$ cat src/rtl/pport_pkg.sv
// constants of the ten-bit parallel port: offsets, field positions, resets
// assumes a byte-wide register port addressed at the printed byte offsets
// Functional notes
// - port zero directions from low nibble
// - port one directions from high nibble
// - direction register resets to all inputs
// - ports zero and one reset to plain I/O
// - port zero field picks I/O, timer, stepper
// - port one field picks I/O, timer, stepper
// - codes 10/11 select full or half step
// - function register resets zero, bits 3,7 read one
// - each port two pin own direction bit
// - port two pin one direction is write-only
// - select bit routes RTS and CTS to port two
// - select bit overrides port two directions
// - port two data and control reset zero
// - RTS command bit set drives pin low
`default_nettype none
package pport_pkg;
  localparam int unsigned ADDR_W = 10;
  localparam int unsigned DATA_W = 8;
  localparam int unsigned PINS_W = 10;

  localparam logic [9:0] OFS_FUNC  = 10'h331;
  localparam logic [9:0] OFS_P0DAT = 10'h333;
  localparam logic [9:0] OFS_P1DAT = 10'h335;
  localparam logic [9:0] OFS_DIR01 = 10'h337;
  localparam logic [9:0] OFS_P2CTL = 10'h339;
  localparam logic [9:0] OFS_P2DAT = 10'h33b;

  localparam logic [7:0] RST_FUNC  = 8'h00;
  localparam logic [7:0] RST_DIR01 = 8'h00;
  localparam logic [7:0] RST_P2CTL = 8'h00;
  localparam logic [7:0] RST_DATA  = 8'h00;
  localparam logic [7:0] FUNC_RD_ONES = 8'h88;

  localparam int unsigned FUNC0_LSB = 0;
  localparam int unsigned FUNC1_LSB = 4;
  localparam int unsigned P2_DIR0_BIT = 0;
  localparam int unsigned P2_DIR1_BIT = 1;
  localparam int unsigned P2_SEL_BIT  = 2;
  localparam logic [7:0] FUNC_WR_MASK  = 8'h77;
  localparam logic [7:0] P2CTL_WR_MASK = 8'h07;
  localparam logic [7:0] P2CTL_RD_MASK = 8'h05;

  localparam logic [1:0] FN_GPIO  = 2'b00;
  localparam logic [1:0] FN_TIMER = 2'b01;
  localparam logic [1:0] FN_FULL  = 2'b10;
  localparam logic [1:0] FN_HALF  = 2'b11;
endpackage
`default_nettype wire

$ cat src/rtl/ten_bit_parallel_port.sv
// ten-bit general-purpose port: two 4-bit ports, one 2-bit port, byte registers
// assumes stepper phases, timer outputs and the serial RTS command bit come
// from neighbouring blocks on the same clock; pin levels arrive asynchronously
`default_nettype none
module ten_bit_parallel_port
  import pport_pkg::*;
(
  input  wire logic              clk_i,
  input  wire logic              rst_i,
  input  wire logic [ADDR_W-1:0] addr_i,
  input  wire logic [DATA_W-1:0] wdata_i,
  input  wire logic              wr_i,
  input  wire logic              rd_i,
  output logic      [DATA_W-1:0] rdata_o,
  input  wire logic [3:0]        port_zero_pin_i,
  output logic      [3:0]        port_zero_pin_o,
  output logic      [3:0]        port_zero_pin_oe_o,
  input  wire logic [3:0]        port_one_pin_i,
  output logic      [3:0]        port_one_pin_o,
  output logic      [3:0]        port_one_pin_oe_o,
  input  wire logic [1:0]        port_two_pin_i,
  output logic      [1:0]        port_two_pin_o,
  output logic      [1:0]        port_two_pin_oe_o,
  input  wire logic              timer_output_three_i,
  input  wire logic              timer_output_four_i,
  input  wire logic              timer_flipflop_three_i,
  input  wire logic              timer_flipflop_four_i,
  input  wire logic [3:0]        stepper_phase_outputs_zero_i,
  input  wire logic [3:0]        stepper_phase_outputs_one_i,
  output logic      [1:0]        stepper_run_o,
  output logic      [1:0]        stepper_half_step_o,
  output logic      [1:0]        stepper_trigger_o,
  input  wire logic              serial_zero_rts_cmd_i,
  output logic                   serial_zero_clear_to_send_o
);
  logic [7:0] func_q;
  logic [7:0] dir_q;
  logic [7:0] p2ctl_q;
  logic [3:0] p0dat_q;
  logic [3:0] p1dat_q;
  logic [1:0] p2dat_q;
  logic [PINS_W-1:0] level;

  pin_sampler #(
    .W(PINS_W)
  ) u_sampler (
    .clk_i  (clk_i),
    .rst_i  (rst_i),
    .pin_i  ({port_two_pin_i, port_one_pin_i, port_zero_pin_i}),
    .level_o(level)
  );

  wire [3:0] lvl0 = level[3:0];
  wire [3:0] lvl1 = level[7:4];
  wire [1:0] lvl2 = level[9:8];

  // address decode
  wire hit_func  = (addr_i == OFS_FUNC);
  wire hit_p0dat = (addr_i == OFS_P0DAT);
  wire hit_p1dat = (addr_i == OFS_P1DAT);
  wire hit_dir   = (addr_i == OFS_DIR01);
  wire hit_p2ctl = (addr_i == OFS_P2CTL);
  wire hit_p2dat = (addr_i == OFS_P2DAT);

  wire wr_func  = wr_i && hit_func;
  wire wr_p0dat = wr_i && hit_p0dat;
  wire wr_p1dat = wr_i && hit_p1dat;
  wire wr_dir   = wr_i && hit_dir;
  wire wr_p2ctl = wr_i && hit_p2ctl;
  wire wr_p2dat = wr_i && hit_p2dat;

  // field views
  wire [1:0] fn0   = func_q[FUNC0_LSB +: 2];
  wire [1:0] fn1   = func_q[FUNC1_LSB +: 2];
  wire [3:0] dir0  = dir_q[3:0];
  wire [3:0] dir1  = dir_q[7:4];
  wire       p2sel = p2ctl_q[P2_SEL_BIT];
  wire [1:0] p2dir = {p2ctl_q[P2_DIR1_BIT], p2ctl_q[P2_DIR0_BIT]};

  always_ff @(posedge clk_i or posedge rst_i) begin
    if (rst_i) begin
      func_q  <= RST_FUNC;
      dir_q   <= RST_DIR01;
      p2ctl_q <= RST_P2CTL;
      p0dat_q <= RST_DATA[3:0];
      p1dat_q <= RST_DATA[3:0];
      p2dat_q <= RST_DATA[1:0];
    end else begin
      if (wr_func) func_q <= wdata_i & FUNC_WR_MASK;
      if (wr_dir) dir_q <= wdata_i;
      if (wr_p2ctl) p2ctl_q <= wdata_i & P2CTL_WR_MASK;
      if (wr_p0dat) p0dat_q <= wdata_i[3:0];
      if (wr_p1dat) p1dat_q <= wdata_i[3:0];
      if (wr_p2dat) p2dat_q <= wdata_i[1:0];
    end
  end

  // pin output selection: function field steers what a driven pin carries
  wire [3:0] p0_alt = fn0[1] ? stepper_phase_outputs_zero_i : p0dat_q;
  wire [3:0] p1_alt = fn1[1] ? stepper_phase_outputs_one_i : p1dat_q;
  wire [3:0] p0_out_d = (fn0 == FN_TIMER) ?
                        {p0dat_q[3:1], timer_output_three_i} : p0_alt;
  wire [3:0] p1_out_d = (fn1 == FN_TIMER) ?
                        {p1dat_q[3:1], timer_output_four_i} : p1_alt;

  // the serial select overrides the per-pin direction: pin zero drives RTS, pin one is input
  wire [1:0] p2_oe_d  = p2sel ? 2'b01 : p2dir;
  // rts pin is active low: command bit set drives a low level
  wire [1:0] p2_out_d = p2sel ? {1'b0, ~serial_zero_rts_cmd_i} : p2dat_q;
  // clear-to-send idles inactive (high) while the pin is plain I/O
  wire       cts_d    = p2sel ? lvl2[1] : 1'b1;

  wire [1:0] run_d  = {fn1[1], fn0[1]};
  wire [1:0] half_d = {fn1 == FN_HALF, fn0 == FN_HALF};
  wire [1:0] trig_d = {timer_flipflop_four_i & run_d[1],
                       timer_flipflop_three_i & run_d[0]};

  always_ff @(posedge clk_i or posedge rst_i) begin
    if (rst_i) begin
      port_zero_pin_o    <= 4'h0;
      port_zero_pin_oe_o <= 4'h0;
      port_one_pin_o     <= 4'h0;
      port_one_pin_oe_o  <= 4'h0;
      port_two_pin_o     <= 2'h0;
      port_two_pin_oe_o  <= 2'h0;
      serial_zero_clear_to_send_o <= 1'b1;
      stepper_run_o       <= 2'h0;
      stepper_half_step_o <= 2'h0;
      stepper_trigger_o   <= 2'h0;
    end else begin
      port_zero_pin_o    <= p0_out_d;
      port_zero_pin_oe_o <= dir0;
      port_one_pin_o     <= p1_out_d;
      port_one_pin_oe_o  <= dir1;
      port_two_pin_o     <= p2_out_d;
      port_two_pin_oe_o  <= p2_oe_d;
      serial_zero_clear_to_send_o <= cts_d;
      stepper_run_o       <= run_d;
      stepper_half_step_o <= half_d;
      stepper_trigger_o   <= trig_d;
    end
  end

  // read data: output pins read the latch, input pins the sampled level
  wire [3:0] rd_p0 = (dir0 & p0dat_q) | (~dir0 & lvl0);
  wire [3:0] rd_p1 = (dir1 & p1dat_q) | (~dir1 & lvl1);
  wire [1:0] rd_p2 = (p2dir & p2dat_q) | (~p2dir & lvl2);
  wire [7:0] rd_mux =
      hit_func  ? (func_q | FUNC_RD_ONES) :
      hit_dir   ? dir_q :
      hit_p2ctl ? (p2ctl_q & P2CTL_RD_MASK) :
      hit_p0dat ? {4'h0, rd_p0} :
      hit_p1dat ? {4'h0, rd_p1} :
      hit_p2dat ? {6'h00, rd_p2} : 8'h00;

  always_ff @(posedge clk_i or posedge rst_i) begin
    if (rst_i) begin
      rdata_o <= 8'h00;
    end else begin
      // data stand only in the cycle after the read strobe
      rdata_o <= rd_i ? rd_mux : 8'h00;
    end
  end

  // checks
  logic seen_q;
  always_ff @(posedge clk_i or posedge rst_i) begin
    if (rst_i) begin
      seen_q <= 1'b0;
    end else begin
      seen_q <= 1'b1;
    end
  end

  AST_DIR_RESET: assert property (@(posedge clk_i) disable iff (rst_i)
    !seen_q |-> (dir_q == 8'h00) && (port_zero_pin_oe_o == 4'h0))
    else $error("direction register not clear after reset");

  AST_FUNC_RESET: assert property (@(posedge clk_i) disable iff (rst_i)
    !seen_q |-> (func_q == 8'h00) && (stepper_run_o == 2'h0))
    else $error("ports not in plain mode after reset");

  AST_P2_RESET: assert property (@(posedge clk_i) disable iff (rst_i)
    !seen_q |-> (p2ctl_q == 8'h00) && (p2dat_q == 2'h0))
    else $error("port two registers not clear after reset");

  AST_P0_DIR: assert property (@(posedge clk_i) disable iff (rst_i)
    wr_dir ##1 !wr_dir |-> ##1 port_zero_pin_oe_o == $past(wdata_i[3:0], 2))
    else $error("port zero enables do not follow low nibble");

  AST_P1_DIR: assert property (@(posedge clk_i) disable iff (rst_i)
    wr_dir ##1 !wr_dir |-> ##1 port_one_pin_oe_o == $past(wdata_i[7:4], 2))
    else $error("port one enables do not follow high nibble");

  AST_P0_TIMER: assert property (@(posedge clk_i) disable iff (rst_i)
    (fn0 == FN_TIMER) |=> port_zero_pin_o[0] == $past(timer_output_three_i))
    else $error("port zero bit zero does not carry timer output");

  AST_P1_STEP: assert property (@(posedge clk_i) disable iff (rst_i)
    fn1[1] |=> port_one_pin_o == $past(stepper_phase_outputs_one_i))
    else $error("port one does not carry stepper phases");

  AST_HALF_STEP: assert property (@(posedge clk_i) disable iff (rst_i)
    (wr_func && wdata_i[1:0] == FN_HALF) |=> ##1 stepper_half_step_o[0])
    else $error("half-step code not reflected");

  AST_FUNC_ONES: assert property (@(posedge clk_i) disable iff (rst_i)
    (rd_i && hit_func) |=> rdata_o[3] && rdata_o[7])
    else $error("function register bits 3 and 7 not read as one");

  AST_P2_WO: assert property (@(posedge clk_i) disable iff (rst_i)
    (rd_i && hit_p2ctl) |=> !rdata_o[1])
    else $error("port two pin one direction read back");

  AST_P2_OVERRIDE: assert property (@(posedge clk_i) disable iff (rst_i)
    p2sel |=> port_two_pin_oe_o == 2'b01)
    else $error("select bit does not override port two directions");

  AST_RTS_LEVEL: assert property (@(posedge clk_i) disable iff (rst_i)
    p2sel |=> port_two_pin_o[0] == !$past(serial_zero_rts_cmd_i))
    else $error("rts pin level not inverse of command bit");

  AST_P2_DIR: assert property (@(posedge clk_i) disable iff (rst_i)
    !p2sel |=> port_two_pin_oe_o == $past(p2dir))
    else $error("port two enables do not follow direction bits");

  AST_CTS_ROUTE: assert property (@(posedge clk_i) disable iff (rst_i)
    !p2sel |=> serial_zero_clear_to_send_o)
    else $error("clear-to-send active while port two is plain");

  AST_READ_IN: assert property (@(posedge clk_i) disable iff (rst_i)
    (rd_i && hit_p0dat && dir0 == 4'h0) |=> rdata_o[3:0] == $past(lvl0))
    else $error("input pin read does not return sampled level");

  // pin drive per function code; direction stays with the enables
  AST_P0_GPIO: assert property (@(posedge clk_i) disable iff (rst_i)
    (fn0 == FN_GPIO) |=> port_zero_pin_o == $past(p0dat_q))
    else $error("port zero does not drive its data latch");

  AST_P1_GPIO: assert property (@(posedge clk_i) disable iff (rst_i)
    (fn1 == FN_GPIO) |=> port_one_pin_o == $past(p1dat_q))
    else $error("port one does not drive its data latch");

  AST_P0_TIMER_HI: assert property (@(posedge clk_i) disable iff (rst_i)
    (fn0 == FN_TIMER) |=> port_zero_pin_o[3:1] == $past(p0dat_q[3:1]))
    else $error("port zero upper pins lost plain data in timer mode");

  AST_P0_STEP: assert property (@(posedge clk_i) disable iff (rst_i)
    fn0[1] |=> port_zero_pin_o == $past(stepper_phase_outputs_zero_i))
    else $error("port zero does not carry stepper phases");

  AST_P0_TRIG: assert property (@(posedge clk_i) disable iff (rst_i)
    fn0[1] |=> stepper_trigger_o[0] == $past(timer_flipflop_three_i))
    else $error("port zero stepper trigger does not follow its timer");

  AST_P0_NO_TRIG: assert property (@(posedge clk_i) disable iff (rst_i)
    !fn0[1] |=> !stepper_trigger_o[0] && !stepper_run_o[0])
    else $error("port zero stepper active outside stepper mode");

  AST_P1_TIMER: assert property (@(posedge clk_i) disable iff (rst_i)
    (fn1 == FN_TIMER) |=> port_one_pin_o[0] == $past(timer_output_four_i))
    else $error("port one bit zero does not carry timer output");

  AST_P1_TIMER_HI: assert property (@(posedge clk_i) disable iff (rst_i)
    (fn1 == FN_TIMER) |=> port_one_pin_o[3:1] == $past(p1dat_q[3:1]))
    else $error("port one upper pins lost plain data in timer mode");

  AST_P1_TRIG: assert property (@(posedge clk_i) disable iff (rst_i)
    fn1[1] |=> stepper_trigger_o[1] == $past(timer_flipflop_four_i))
    else $error("port one stepper trigger does not follow its timer");

  AST_P1_NO_TRIG: assert property (@(posedge clk_i) disable iff (rst_i)
    !fn1[1] |=> !stepper_trigger_o[1] && !stepper_run_o[1])
    else $error("port one stepper active outside stepper mode");

  AST_FULL_STEP0: assert property (@(posedge clk_i) disable iff (rst_i)
    (fn0 == FN_FULL) |=> stepper_run_o[0] && !stepper_half_step_o[0])
    else $error("port zero full-step code not reflected");

  AST_FULL_STEP1: assert property (@(posedge clk_i) disable iff (rst_i)
    (fn1 == FN_FULL) |=> stepper_run_o[1] && !stepper_half_step_o[1])
    else $error("port one full-step code not reflected");

  AST_HALF_STEP1: assert property (@(posedge clk_i) disable iff (rst_i)
    (fn1 == FN_HALF) |=> stepper_run_o[1] && stepper_half_step_o[1])
    else $error("port one half-step code not reflected");

  // read-back uses $past: the mux is looked at one edge before rdata_o shows it
  AST_FUNC_READ: assert property (@(posedge clk_i) disable iff (rst_i)
    (rd_i && hit_func) |=> rdata_o[2:0] == $past(func_q[2:0]) &&
                           rdata_o[6:4] == $past(func_q[6:4]))
    else $error("function register stored bits not read back");

  AST_DIR_READ0: assert property (@(posedge clk_i) disable iff (rst_i)
    (rd_i && hit_dir) |=> rdata_o[3:0] == $past(dir0))
    else $error("port zero directions not read back");

  AST_DIR_READ1: assert property (@(posedge clk_i) disable iff (rst_i)
    (rd_i && hit_dir) |=> rdata_o[7:4] == $past(dir1))
    else $error("port one directions not read back");

  AST_P0_READ_OUT: assert property (@(posedge clk_i) disable iff (rst_i)
    (rd_i && hit_p0dat) |=> (rdata_o[3:0] & $past(dir0)) == ($past(p0dat_q) & $past(dir0)))
    else $error("port zero output pins do not read the latch");

  AST_P1_READ_OUT: assert property (@(posedge clk_i) disable iff (rst_i)
    (rd_i && hit_p1dat) |=> (rdata_o[3:0] & $past(dir1)) == ($past(p1dat_q) & $past(dir1)))
    else $error("port one output pins do not read the latch");

  AST_P1_READ_IN: assert property (@(posedge clk_i) disable iff (rst_i)
    (rd_i && hit_p1dat) |=> (rdata_o[3:0] & ~$past(dir1)) == ($past(lvl1) & ~$past(dir1)))
    else $error("port one input pins do not read the sampled level");

  AST_READ_UPPER: assert property (@(posedge clk_i) disable iff (rst_i)
    (rd_i && (hit_p0dat || hit_p1dat)) |=> rdata_o[7:4] == 4'h0)
    else $error("four-bit port read sets upper bits");

  // port two and the serial control pins
  AST_P2_DRIVE: assert property (@(posedge clk_i) disable iff (rst_i)
    !p2sel |=> port_two_pin_o == $past(p2dat_q))
    else $error("port two does not drive its data latch");

  AST_P2_READ: assert property (@(posedge clk_i) disable iff (rst_i)
    (rd_i && hit_p2dat) |=> (rdata_o[1:0] & $past(p2dir)) == ($past(p2dat_q) & $past(p2dir)))
    else $error("port two output pins do not read the latch");

  AST_P2_READ_IN: assert property (@(posedge clk_i) disable iff (rst_i)
    (rd_i && hit_p2dat) |=> (rdata_o[1:0] & ~$past(p2dir)) == ($past(lvl2) & ~$past(p2dir)))
    else $error("port two input pins do not read the sampled level");

  AST_P2_SEL_READ: assert property (@(posedge clk_i) disable iff (rst_i)
    (rd_i && hit_p2ctl) |=> rdata_o[2] == $past(p2sel))
    else $error("serial select bit not read back");

  AST_CTS_SEL: assert property (@(posedge clk_i) disable iff (rst_i)
    p2sel |=> serial_zero_clear_to_send_o == $past(lvl2[1]))
    else $error("clear-to-send does not follow port two pin one");

  AST_P2_OE_RESET: assert property (@(posedge clk_i) disable iff (rst_i)
    !seen_q |-> (port_two_pin_oe_o == 2'h0) && (port_two_pin_o == 2'h0))
    else $error("port two pins not plain inputs after reset");

  AST_P2_STORE: assert property (@(posedge clk_i) disable iff (rst_i)
    wr_p2ctl |=> p2ctl_q[2:0] == $past(wdata_i[2:0]))
    else $error("write-only direction bit not stored");
endmodule
`default_nettype wire

$ cat src/rtl/pin_sampler.sv
// three-stage sampler for asynchronous pin levels
// a new level is accepted only once the second and third stages agree
`default_nettype none
module pin_sampler #(
  parameter int unsigned W = 10
) (
  input  wire logic         clk_i,
  input  wire logic         rst_i,
  input  wire logic [W-1:0] pin_i,
  output logic      [W-1:0] level_o
);
  logic [W-1:0] s1_q;
  logic [W-1:0] s2_q;
  logic [W-1:0] s3_q;

  genvar g;
  generate
    for (g = 0; g < W; g++) begin : g_bit
      always_ff @(posedge clk_i or posedge rst_i) begin
        if (rst_i) begin
          s1_q[g]    <= 1'b0;
          s2_q[g]    <= 1'b0;
          s3_q[g]    <= 1'b0;
          level_o[g] <= 1'b0;
        end else begin
          s1_q[g] <= pin_i[g];
          s2_q[g] <= s1_q[g];
          s3_q[g] <= s2_q[g];
          // a one-cycle disagreement keeps the previous level
          if (s2_q[g] == s3_q[g]) begin
            level_o[g] <= s3_q[g];
          end
        end
      end
    end
  endgenerate
endmodule
`default_nettype wire

$ cat config.mk
export PLATFORM = sky130hd
export DESIGN_NAME = ten_bit_parallel_port
export DESIGN_NICKNAME = d
export VERILOG_FILES = /design/src/rtl/pport_pkg.sv /design/src/rtl/ten_bit_parallel_port.sv /design/src/rtl/pin_sampler.sv
export SDC_FILE = /design/constraint.sdc
export NUM_CORES = 1
export LEC_CHECK = 0
export BUFFER_PORTS_ARGS = -buffer_cell sky130_fd_sc_hd__buf_2
export CORE_UTILIZATION = 35
export DETAILED_ROUTE_END_ITERATION = 16
export GPL_TIMING_DRIVEN = 0
export PLACE_DENSITY_LB_ADDON = 0.08
export SYNTH_ARGS = -nofsm -noshare
export SYNTH_HDL_FRONTEND = slang
export SYNTH_SLANG_ARGS = --single-unit
$ cat constraint.sdc
create_clock -name clk_i -period 4.3 [get_ports clk_i]
set_input_delay 0 -clock clk_i [delete_from_list [all_inputs] [get_ports clk_i]]
set_output_delay 0 -clock clk_i [all_outputs]
set_load 0.02 [all_outputs]
==> metrics.cfg, run 1 <==
[outcome]
run_status=completed

[floorplanning]
num_rows=37
die_w_um=105
die_y_um=105
die_area_mm2=0.0110
core-area_mm2=0.0103
ios=80
start_util_pct=35.9

[clocking]
clk_latency_ns=0.36
cts_tree=built
path_clk_slew_ns=0.09
post_cts_buffers=0
cts_hold_buffers=31
numCtsBuffers=9
clockBufferDepth=2
ctsRootBufferMaster=clkbuf_8
cts_resized=0
cts_max_level=3
cts_sinks=102

[power]
combPwrFrac_pct=7.2
power_density_mw_per_mm2=365
total_leakage_power_nw=2.33
switching_share_pct=22.9
p_switching_w=0.000401
vdd_ir_drop_max_mv=0.158
p_clk_share_pct=35.5
seqPwrFrac_pct=57.4
p_int_w=0.00135

[synth]
yosys.area_share.xor_xnor_pct=0
syn_area_per_cell_um2=15.9
synthMuxAreaShare_pct=13.3
synthAdderAreaFrac_pct=2.71
synth_cells=233
synth_seq_area_share_pct=69.1
ys_async_sr_fraction_pct=100
yosys.area_share.simple_pct=8.94
ys_warn_count=0
netlist_area_mm2=0.00369
ys.flop_type=dfrtp_1
syn_nets=278
synth_top_family_by_area=multiplexers
synth_edf_count=0
synth_compound_area_share_pct=4.91
yosysUniqueCellTypes=45
synth_seq_cells=102

[drt]
wirelength_mm=7.42
first_pass_iters=4
drt_iter0_drc=48
wl_per_cell_um=15.0
vias_per_cell=4.53
drc=0
vias=2245
ant_nets=0

[min_path]
hold_class=in2reg

[critical_path]
cp-end-kind=flop
cp_max_fo=9
crit_buf_inv=2
crit_type=reg2reg
path_cells=clkbuf_1 -> o21ai_0 -> dlygate4sd3_1
critPathRequiredTime_ns=4.54
cpPeakStageDelay_ns=0.58
worst_path_dominant_cell_family=buffers and inverters
critPathLaunchType=flop
crit_slowest_cell=dlygate4sd3_1
cp.arrival_ns=1.88

[timing]
max_slew_margin_pct=63.3
fmax_ghz=0.612
fin_ws_ns=2.67
slew_violations=0
setup_violations=0
tns_ns=0
clock_skew_ns=0.00728
fin_crit_ns=1.63
rsz0062_at_grt=false
fin_crit_sh_pct=38.0
holdWs_ns=0.0157
tightest_slew_ns=0.551
hold_viol_final=0

[cells_and_area]
final_area_mm2=0.00481
n_fill_cell=960
areaGrowthSynthToFinish_pct=30.1
final_cells=496
final_nets=400
drive_gt1_share_pct=41.1
diodes=0

[placement]
gp_congestion=0.781
preCtsSetupSlack_ns=2.82
placed_cell_area_mm2=0.00429
dp_cells=449
portBuffers=79
hpwl_mm=5.03

[run]
cap_violations=0

[grt]
grt_pass1_vias=2321
grt_antenna_before_repair=0
track_usage_pct=14.7
overflow=0
grt_pass1_wl_mm=12.1
grt_max_degree=61

-- cell usage in the layout (no fill, tap or decap), drive strengths merged, types with 2 or more instances in the layout --
cell type | Yosys | final
dfrtp | 101 | 101
buf | 3 | 83
mux2 | 33 | 33
dlygate4sd3 | 0 | 31
clkbuf | 2 | 13
nor2 | 12 | 12
maj3 | 10 | 10
mux2i | 9 | 9
nand2 | 6 | 6
and2 | 5 | 5
a21oi | 5 | 5
o21ai | 5 | 5
nor2b | 4 | 4
nand3 | 3 | 3
nand2b | 3 | 3
a22oi | 3 | 3
nand4 | 3 | 3
inv | 2 | 3
nor3 | 2 | 2
a211oi | 2 | 2
o211ai | 2 | 2
clkinv | 0 | 2
nor4b | 2 | 2
or2 | 2 | 2
-- worst register-to-register path, delay by kind of cell, from the launching register on --
| family | cells | cell delay [ns] |
|---|---|---|
| AOI/OAI and AO/OA | 1 | 0.17 |
| DFF | 1 | 0.35 |
| buffers and inverters | 2 | 1.01 |
-- metrics by stage --
step / util, % / power (W)
after floorplan: - / 0.00108
after global placement: 41.4 / 0.00113
after detailed placement: 41.7 / 0.00113
after CTS: 46.8 / 0.00178
after global routing: 46.8 / 0.00183
final: 46.8 / 0.00175
-- path summary, 6_finish.rpt --
check	to	slack (ns)	start	depth (start not counted)
max in group asynchronous	serial_zero_clear_to_send_o$_DFF_PP1_	3.34	rst_i	4
setup reg to reg	port_zero_pin_o[0]$_DFF_PP0_	2.67	func_q[1]$_DFFE_PP0P_	3
hold reg to reg	u_sampler.s2_q[3]$_DFF_PP0_	0.35	u_sampler.s1_q[3]$_DFF_PP0_	0
min in group asynchronous	u_sampler.s1_q[6]$_DFF_PP0_	0.23	rst_i	3
setup / recovery	port_zero_pin_o[0]$_DFF_PP0_	2.67	func_q[1]$_DFFE_PP0P_	3
hold / removal	rdata_o[1]$_DFF_PP0_	0.02	rd_i	3
-- area by class of cell --
cell class,instances,area [um^2],share of cell area [%]
multi-input combinational,124,1100,23.0
sequential,102,2550,53.1
tap,136,170,3.54
clock inverter,5,56.3,1.17
inverter,2,10.0,0.208
buffer,5,28.8,0.599
clock buffer,11,151,3.15
timing repair buffer,111,733,15.3
-- per-layer routing --
| layer | track usage (%) | up-vias | wire length, um |
|---|---|---|---|
| li1 | - | 1073 | - |
| met1 | 20.4 | 1102 | 3560 |
| met2 | 22.3 | 61 | 3460 |
| met3 | 3.12 | 9 | 288 |
| met4 | 6.64 | 0 | 106 |
| met5 | 0 | - | 0 |
-- power groups by stage --
| stage | registers, W | logic (W) | clock network (W) |
|---|---|---|---|
| 5_1_grt | 0.00101 | 0.000139 | 0.000683 |
| 4_1_cts | 0.00101 | 0.000129 | 0.000647 |
| 6_report | 0.00101 | 0.000126 | 0.000622 |
| 2_1_floorplan | 0.00103 | 0.0000522 | 0 |
| 3_3_place_gp | 0.00103 | 0.000103 | 0 |
| 3_5_place_dp | 0.00103 | 0.000107 | 0 |
-- registers in the layout, summed over array words and instances, names as in the netlist --
signal and count:
u_sampler.level_o 10, u_sampler.s1_q 10, u_sampler.s2_q 10, u_sampler.s3_q 10, dir_q 8, rdata_o 8, func_q 6, p0dat_q 4
p1dat_q 4, port_one_pin_o 4, port_one_pin_oe_o 4, port_zero_pin_o 4, port_zero_pin_oe_o 4, p2ctl_q 3, p2dat_q 2, port_two_pin_o 2
port_two_pin_oe_o 2, stepper_half_step_o 2, stepper_run_o 2, stepper_trigger_o 2, serial_zero_clear_to_send_o 1
-- kinds of logic (layout without fill, tap and decap cells) --
group	Yosys count	count (layout)
muxes	42	42
buffers and inverters	7	134
adders and majority gates	10	10
and+or+nand+nor	46	46
AOI/OAI and AO/OA	26	26
DFF	102	102
-- cells in the mapped netlist, types with 5 or more instances --
master	number	share of area [%]
maj3_1	10	2.7
and2_1	5	0.85
o21ai_0	5	0.68
a21oi_1	5	0.68
nand2_1	6	0.61
nor2_1	8	0.81
mux2i_1	9	2.4
dfrtp_1	101	68
mux2_2	25	7.6
mux2_4	8	3.3
Power figures use the tool's default switching activity.
==> inputs of run 2 (changes only) <==
- ABC_AREA: default -> 1
- clock period: 4.3 -> 1.65 ns (I/O delays scaled with it)
==> metrics.cfg, run 2 <==
[clocking]
cts_tree=built
post_cts_buffers=0
path_clk_slew_ns=0.10
ctsRootBufferMaster=clkbuf_8
clockBufferDepth=2
clk_latency_ns=0.37
numCtsBuffers=9
cts_max_level=3
cts_sinks=102

[grt]
grt_max_degree=43
track_usage_pct=15.9
grt_pass1_wl_mm=13.4
grt_pass1_vias=2727
overflow=0
grt_antenna_before_repair=0

[timing]
tightest_slew_ns=0.492
clock_skew_ns=0.0115
fin_crit_sh_pct=91.3
fmax_ghz=0.664
slew_violations=0
hold_viol_final=0
tns_ns=0
max_slew_margin_pct=67.1
setup_violations=0
fin_crit_ns=1.51
rsz0062_at_grt=false

[synth]
synth_cells=339
synth_common_cells=dfrtp_1 (101), nand2_1 (81), inv_1 (38)
ys_async_sr_fraction_pct=100
ys.flop_type=dfrtp_1
ys_warn_count=0
netlist_top_cells_area=dfrtp_1 (68%), nand2_1 (8.2%), inv_1 (3.8%)
syn_area_per_cell_um2=11.0
yosysUniqueCellTypes=27
syn_nets=384
synth_seq_cells=102
synth_edf_count=0
synth_seq_area_share_pct=68.5
synth.largest_area_cell=dfrtp_1
yosysMostFrequentCell=dfrtp_1
synth_top_cell_area_share_pct=67.8
netlist_area_mm2=0.00373

[placement]
portBuffers=79
hpwl_mm=5.47
gp_congestion=0.816
dp_cells=556

[outcome]
run_status=completed

[drt]
drt_iter0_drc=83
wirelength_mm=7.82
drc=0
ant_nets=0
wl_per_cell_um=12.9
vias_per_cell=4.42
first_pass_iters=4
vias=2678

[critical_path]
regToRegSetupSlack_ns=0.14
r2r-end=port_one_pin_o[0]$_DFF_PP0_
cp_max_fo=10
cp.arrival_ns=1.82
reg2reg_depth=4
critPathLaunchType=flop
crit_start=func_q[5]$_DFFE_PP0P_
crit_end=port_one_pin_o[0]$_DFF_PP0_
cp-end-kind=flop
crit_type=reg2reg
reg2reg_from=func_q[5]$_DFFE_PP0P_
critPathRequiredTime_ns=1.96

[min_path]
hold_class=in2reg

[cells_and_area]
areaGrowthSynthToFinish_pct=31.1
final_common_cell=dfrtp_1
n_fill_cell=1010
final_cell_mix=dfrtp_1 (101), nand2_1 (81), buf_2 (81), inv_1 (37), dlygate4sd3_1 (34)
final_cells=606
diodes=0
final_nets=510
drive_gt1_share_pct=26.0

[run]
cap_violations=0

[floorplanning]
die_w_um=105
ios=80
die_area_mm2=0.0111
start_util_pct=36.1
core-area_mm2=0.0103
die_y_um=105
num_rows=37

[power]
vdd_ir_drop_max_mv=0.452
power_density_mw_per_mm2=946
p_total_w=0.00463
total_leakage_power_nw=2.45

[run 2: critical path, cell delays in order, from the launching register on]
cell and delay [ns]:
dfrtp_1 0.40, clkbuf_1 0.32, nand2_1 0.09, o31ai_1 0.07, dlygate4sd3_1 0.57
[run 2: per-stage QoR]
stage / util [%] / hold slack, ns / area, um^2 / setup WS, ns
2_1_floorplan: - / 0.0314 / 3730 / 0.433
3_3_place_gp: 41.6 / 0.108 / 4300 / -0.261
3_5_place_dp: 42.0 / 0.0584 / 4340 / 0.258
4_1_cts: 47.4 / 0.0412 / 4890 / 0.123
5_1_grt: 47.4 / 0.0738 / 4890 / 0.0243
6_report: 47.4 / 0.0533 / 4890 / 0.144
[run 2: kinds of logic (layout without fill, tap and decap cells)]
group                    Yosys count  in the layout  share of synthesized area [%]
multiplexers                       2              2                          0.537
adder cells (fa/ha/maj)           10             10                           2.68
AND/OR/NAND/NOR                  127            127                           15.5
flip-flops                       102            102                           68.5
buffers and inverters             45            176                           4.87
AO/OA/AOI/OAI                     53             53                           7.95
[run 2: layout make-up]
| class | instances | area, um^2 | area share [%] |
|---|---|---|---|
| timing repair buffer | 115 | 776 | 15.9 |
| clock buffer | 9 | 124 | 2.53 |
| inverter | 40 | 156 | 3.20 |
| multi-input combinational | 192 | 993 | 20.3 |
| buffer | 5 | 28.8 | 0.589 |
| clock inverter | 7 | 86.3 | 1.77 |
| tap | 136 | 170 | 3.48 |
| sequential | 102 | 2550 | 52.2 |
[run 2: timing repair]
action                                 4_1_cts  5_1_grt
setup endpoints to repair                    0        0
hold buffers                                34        0
endpoints found under the hold margin       64        0
resized for setup                            0        0
[run 2: per-layer routing]
metal,vias up,part of all wire [%],global-route usage (%)
met5,-,0,0
met4,0,1.6,6.04
met3,9,4.9,3.83
met2,63,47,24.8
met1,1271,47,21.5
li1,1335,-,-
[run 2: how the worst min path moves through the flow]
stage | from | endpoint | cells past startpoint
2_1_floorplan | port_zero_pin_i[0] | u_sampler.s1_q[0]$_DFF_PP0_ | 0
3_3_place_gp | port_one_pin_i[0] | u_sampler.s1_q[4]$_DFF_PP0_ | 1
3_5_place_dp | rst_i | u_sampler.s1_q[5]$_DFF_PP0_ | 2
4_1_cts | wr_i | dir_q[3]$_DFFE_PP0P_ | 4
5_1_grt | wr_i | dir_q[5]$_DFFE_PP0P_ | 4
6_report | wr_i | dir_q[3]$_DFFE_PP0P_ | 4
[run 2: report_power, final]
part	leakage, nW	internal [W]	switching, W	total (W)
Sequential	1.27	0.00259	0.0000430	0.00263
Clock	0.105	0.000739	0.000928	0.00167
Combinational	1.08	0.000151	0.000178	0.000329
Total	2.45	0.00348	0.00115	0.00463
==> inputs of run 3 (changes only) <==
- RECOVER_POWER: default -> 50
- TNS_END_PERCENT: default -> 10
==> metrics.cfg, run 3 (synthesis gave the netlist of run 2 again) <==
[critical_path]
worst_path_dominant_cell_family=buffers and inverters
crit_slowest_cell=dlygate4sd3_1
reg2reg_depth=4
cpPeakStageDelay_ns=0.57
cp_max_fo=10
cp-end-kind=flop
reg2reg_from=func_q[5]$_DFFE_PP0P_
critPathLaunchType=flop
crit_type=reg2reg
critPathRequiredTime_ns=1.96
regToRegSetupSlack_ns=0.14
path_cells=clkbuf_1 -> nand2_1 -> o31ai_1 -> dlygate4sd3_1
crit_buf_inv=2
cp.arrival_ns=1.82
r2r-end=port_one_pin_o[0]$_DFF_PP0_

[cells_and_area]
final_common_cell=dfrtp_1
drive_gt1_share_pct=25.5
multiInputGateArea_um2=978
n_fill_cell=1011
final_cells=606
areaGrowthSynthToFinish_pct=30.6
diodes=0
final_area_mm2=0.00487
final_nets=510
final_cell_mix=dfrtp_1 (101), nand2_1 (81), buf_2 (81), inv_1 (37), dlygate4sd3_1 (34)
seq_area_mm2=0.00255

[clocking]
cts_sinks=102
ctsRootBufferMaster=clkbuf_8
clk_latency_ns=0.37
post_cts_buffers=0
cts_tree=built
clockBufferDepth=2
numCtsBuffers=9
path_clk_slew_ns=0.10
cts_max_level=3

[power]
switching_share_pct=24.8
p_clk_share_pct=36.0
p_int_w=0.00348
vdd_ir_drop_max_mv=0.452
seqPwrFrac_pct=56.9
p_total_w=0.00462
total_leakage_power_nw=2.45
power_density_mw_per_mm2=949
p_switching_w=0.00115
combPwrFrac_pct=7.1

[floorplanning]
die_y_um=105
num_rows=37
ios=80
die_w_um=105
start_util_pct=36.1
core-area_mm2=0.0103
die_area_mm2=0.0111

[timing]
rsz0062_at_grt=false
fin_crit_sh_pct=91.3
clock_skew_ns=0.0115
fmax_ghz=0.664
fin_crit_ns=1.51
tightest_slew_ns=0.990
setup_violations=0
tns_ns=0
slew_violations=0
hold_viol_final=0
max_slew_margin_pct=33.6

[placement]
hpwl_mm=5.47
dp_cells=556
gp_congestion=0.816
portBuffers=79
placed_cell_area_mm2=0.00434

[drt]
drt_iter0_drc=82
drc=0
ant_nets=0
wirelength_mm=7.83
vias_per_cell=4.42
vias=2678
first_pass_iters=4
wl_per_cell_um=12.9

[min_path]
hold_class=in2reg
hold_depth=4
min_to=dir_q[3]$_DFFE_PP0P_
min_from=wr_i

[grt]
track_usage_pct=15.9
grt_pass1_vias=2727
overflow=0
grt_antenna_before_repair=0
grt_max_degree=43
grt_pass1_wl_mm=13.4

[outcome]
run_status=completed

[run]
cap_violations=0

==> run 3: cell count changes in the layout (fill, tap and decap cells not counted) <==
cell / delta
clkinvlp_2: +1
clkinvlp_4: -1
nor2_1: +2
nor2_4: -2
==> run 3: routing by layer <==
metal	vias up	routed length [um]	GRT usage [%]	share of wire (%)
met4	0	126	6.04	1.6
met3	9	381	3.83	4.9
met5	-	0	0	0
met2	63	3650	24.8	47
li1	1335	-	-	-
met1	1271	3670	21.5	47
==> run 3: layout make-up <==
type / instances / share of cell area (%)
timing repair buffer: 115 / 15.9
buffer: 5 / 0.591
inverter: 40 / 3.16
clock buffer: 9 / 2.54
sequential: 102 / 52.4
clock inverter: 7 / 1.77
multi-input combinational: 192 / 20.1
tap: 136 / 3.49
==> run 3: tightest hold or removal path: cells and delay by family <==
kind | cells | cell delay (ns)
buf+inv | 1 | 0.16
compound gates | 1 | 0.05
simple gates | 2 | 0.19
==> run 3: through the flow <==
stage	hold WS [ns]	worst slack, ns	util (%)
2_1_floorplan	0.0314	0.433	-
3_3_place_gp	0.108	-0.261	41.6
3_5_place_dp	0.0584	0.258	42.0
4_1_cts	0.0412	0.123	47.4
5_1_grt	0.0739	0.0243	47.2
6_report	0.0533	0.144	47.2
==> run 3: repair_timing <==
action	4_1_cts	5_1_grt
gates resized for setup	0	0
setup endpoints to repair	0	0
hold endpoints to repair	64	0
hold buffers	34	0
==> run 3: power by group through the flow <==
stage | combinational, W | sequential (W) | clock [W]
6_report | 0.000326 | 0.00263 | 0.00167
5_1_grt | 0.000369 | 0.00264 | 0.00181
4_1_cts | 0.000337 | 0.00263 | 0.00173
3_5_place_dp | 0.000277 | 0.00268 | 0
3_3_place_gp | 0.000263 | 0.00268 | 0
2_1_floorplan | 0.000127 | 0.00269 | 0
==> run 3: worst max-delay path by stage <==
| stage | start | end | slack (ns) | cells past startpoint |
|---|---|---|---|---|
| 2_1_floorplan | rst_i | dir_q[0]$_DFFE_PP0P_ | 0.43 | 1 |
| 3_5_place_dp | addr_i[7] | rdata_o[4]$_DFF_PP0_ | 0.26 | 8 |
| 6_report | func_q[5]$_DFFE_PP0P_ | port_one_pin_o[0]$_DFF_PP0_ | 0.14 | 4 |
| 5_1_grt | func_q[5]$_DFFE_PP0P_ | port_one_pin_o[0]$_DFF_PP0_ | 0.02 | 4 |
| 3_3_place_gp | rst_i | stepper_trigger_o[0]$_DFF_PP0_ | -0.26 | 2 |
| 4_1_cts | func_q[5]$_DFFE_PP0P_ | port_one_pin_o[0]$_DFF_PP0_ | 0.12 | 4 |
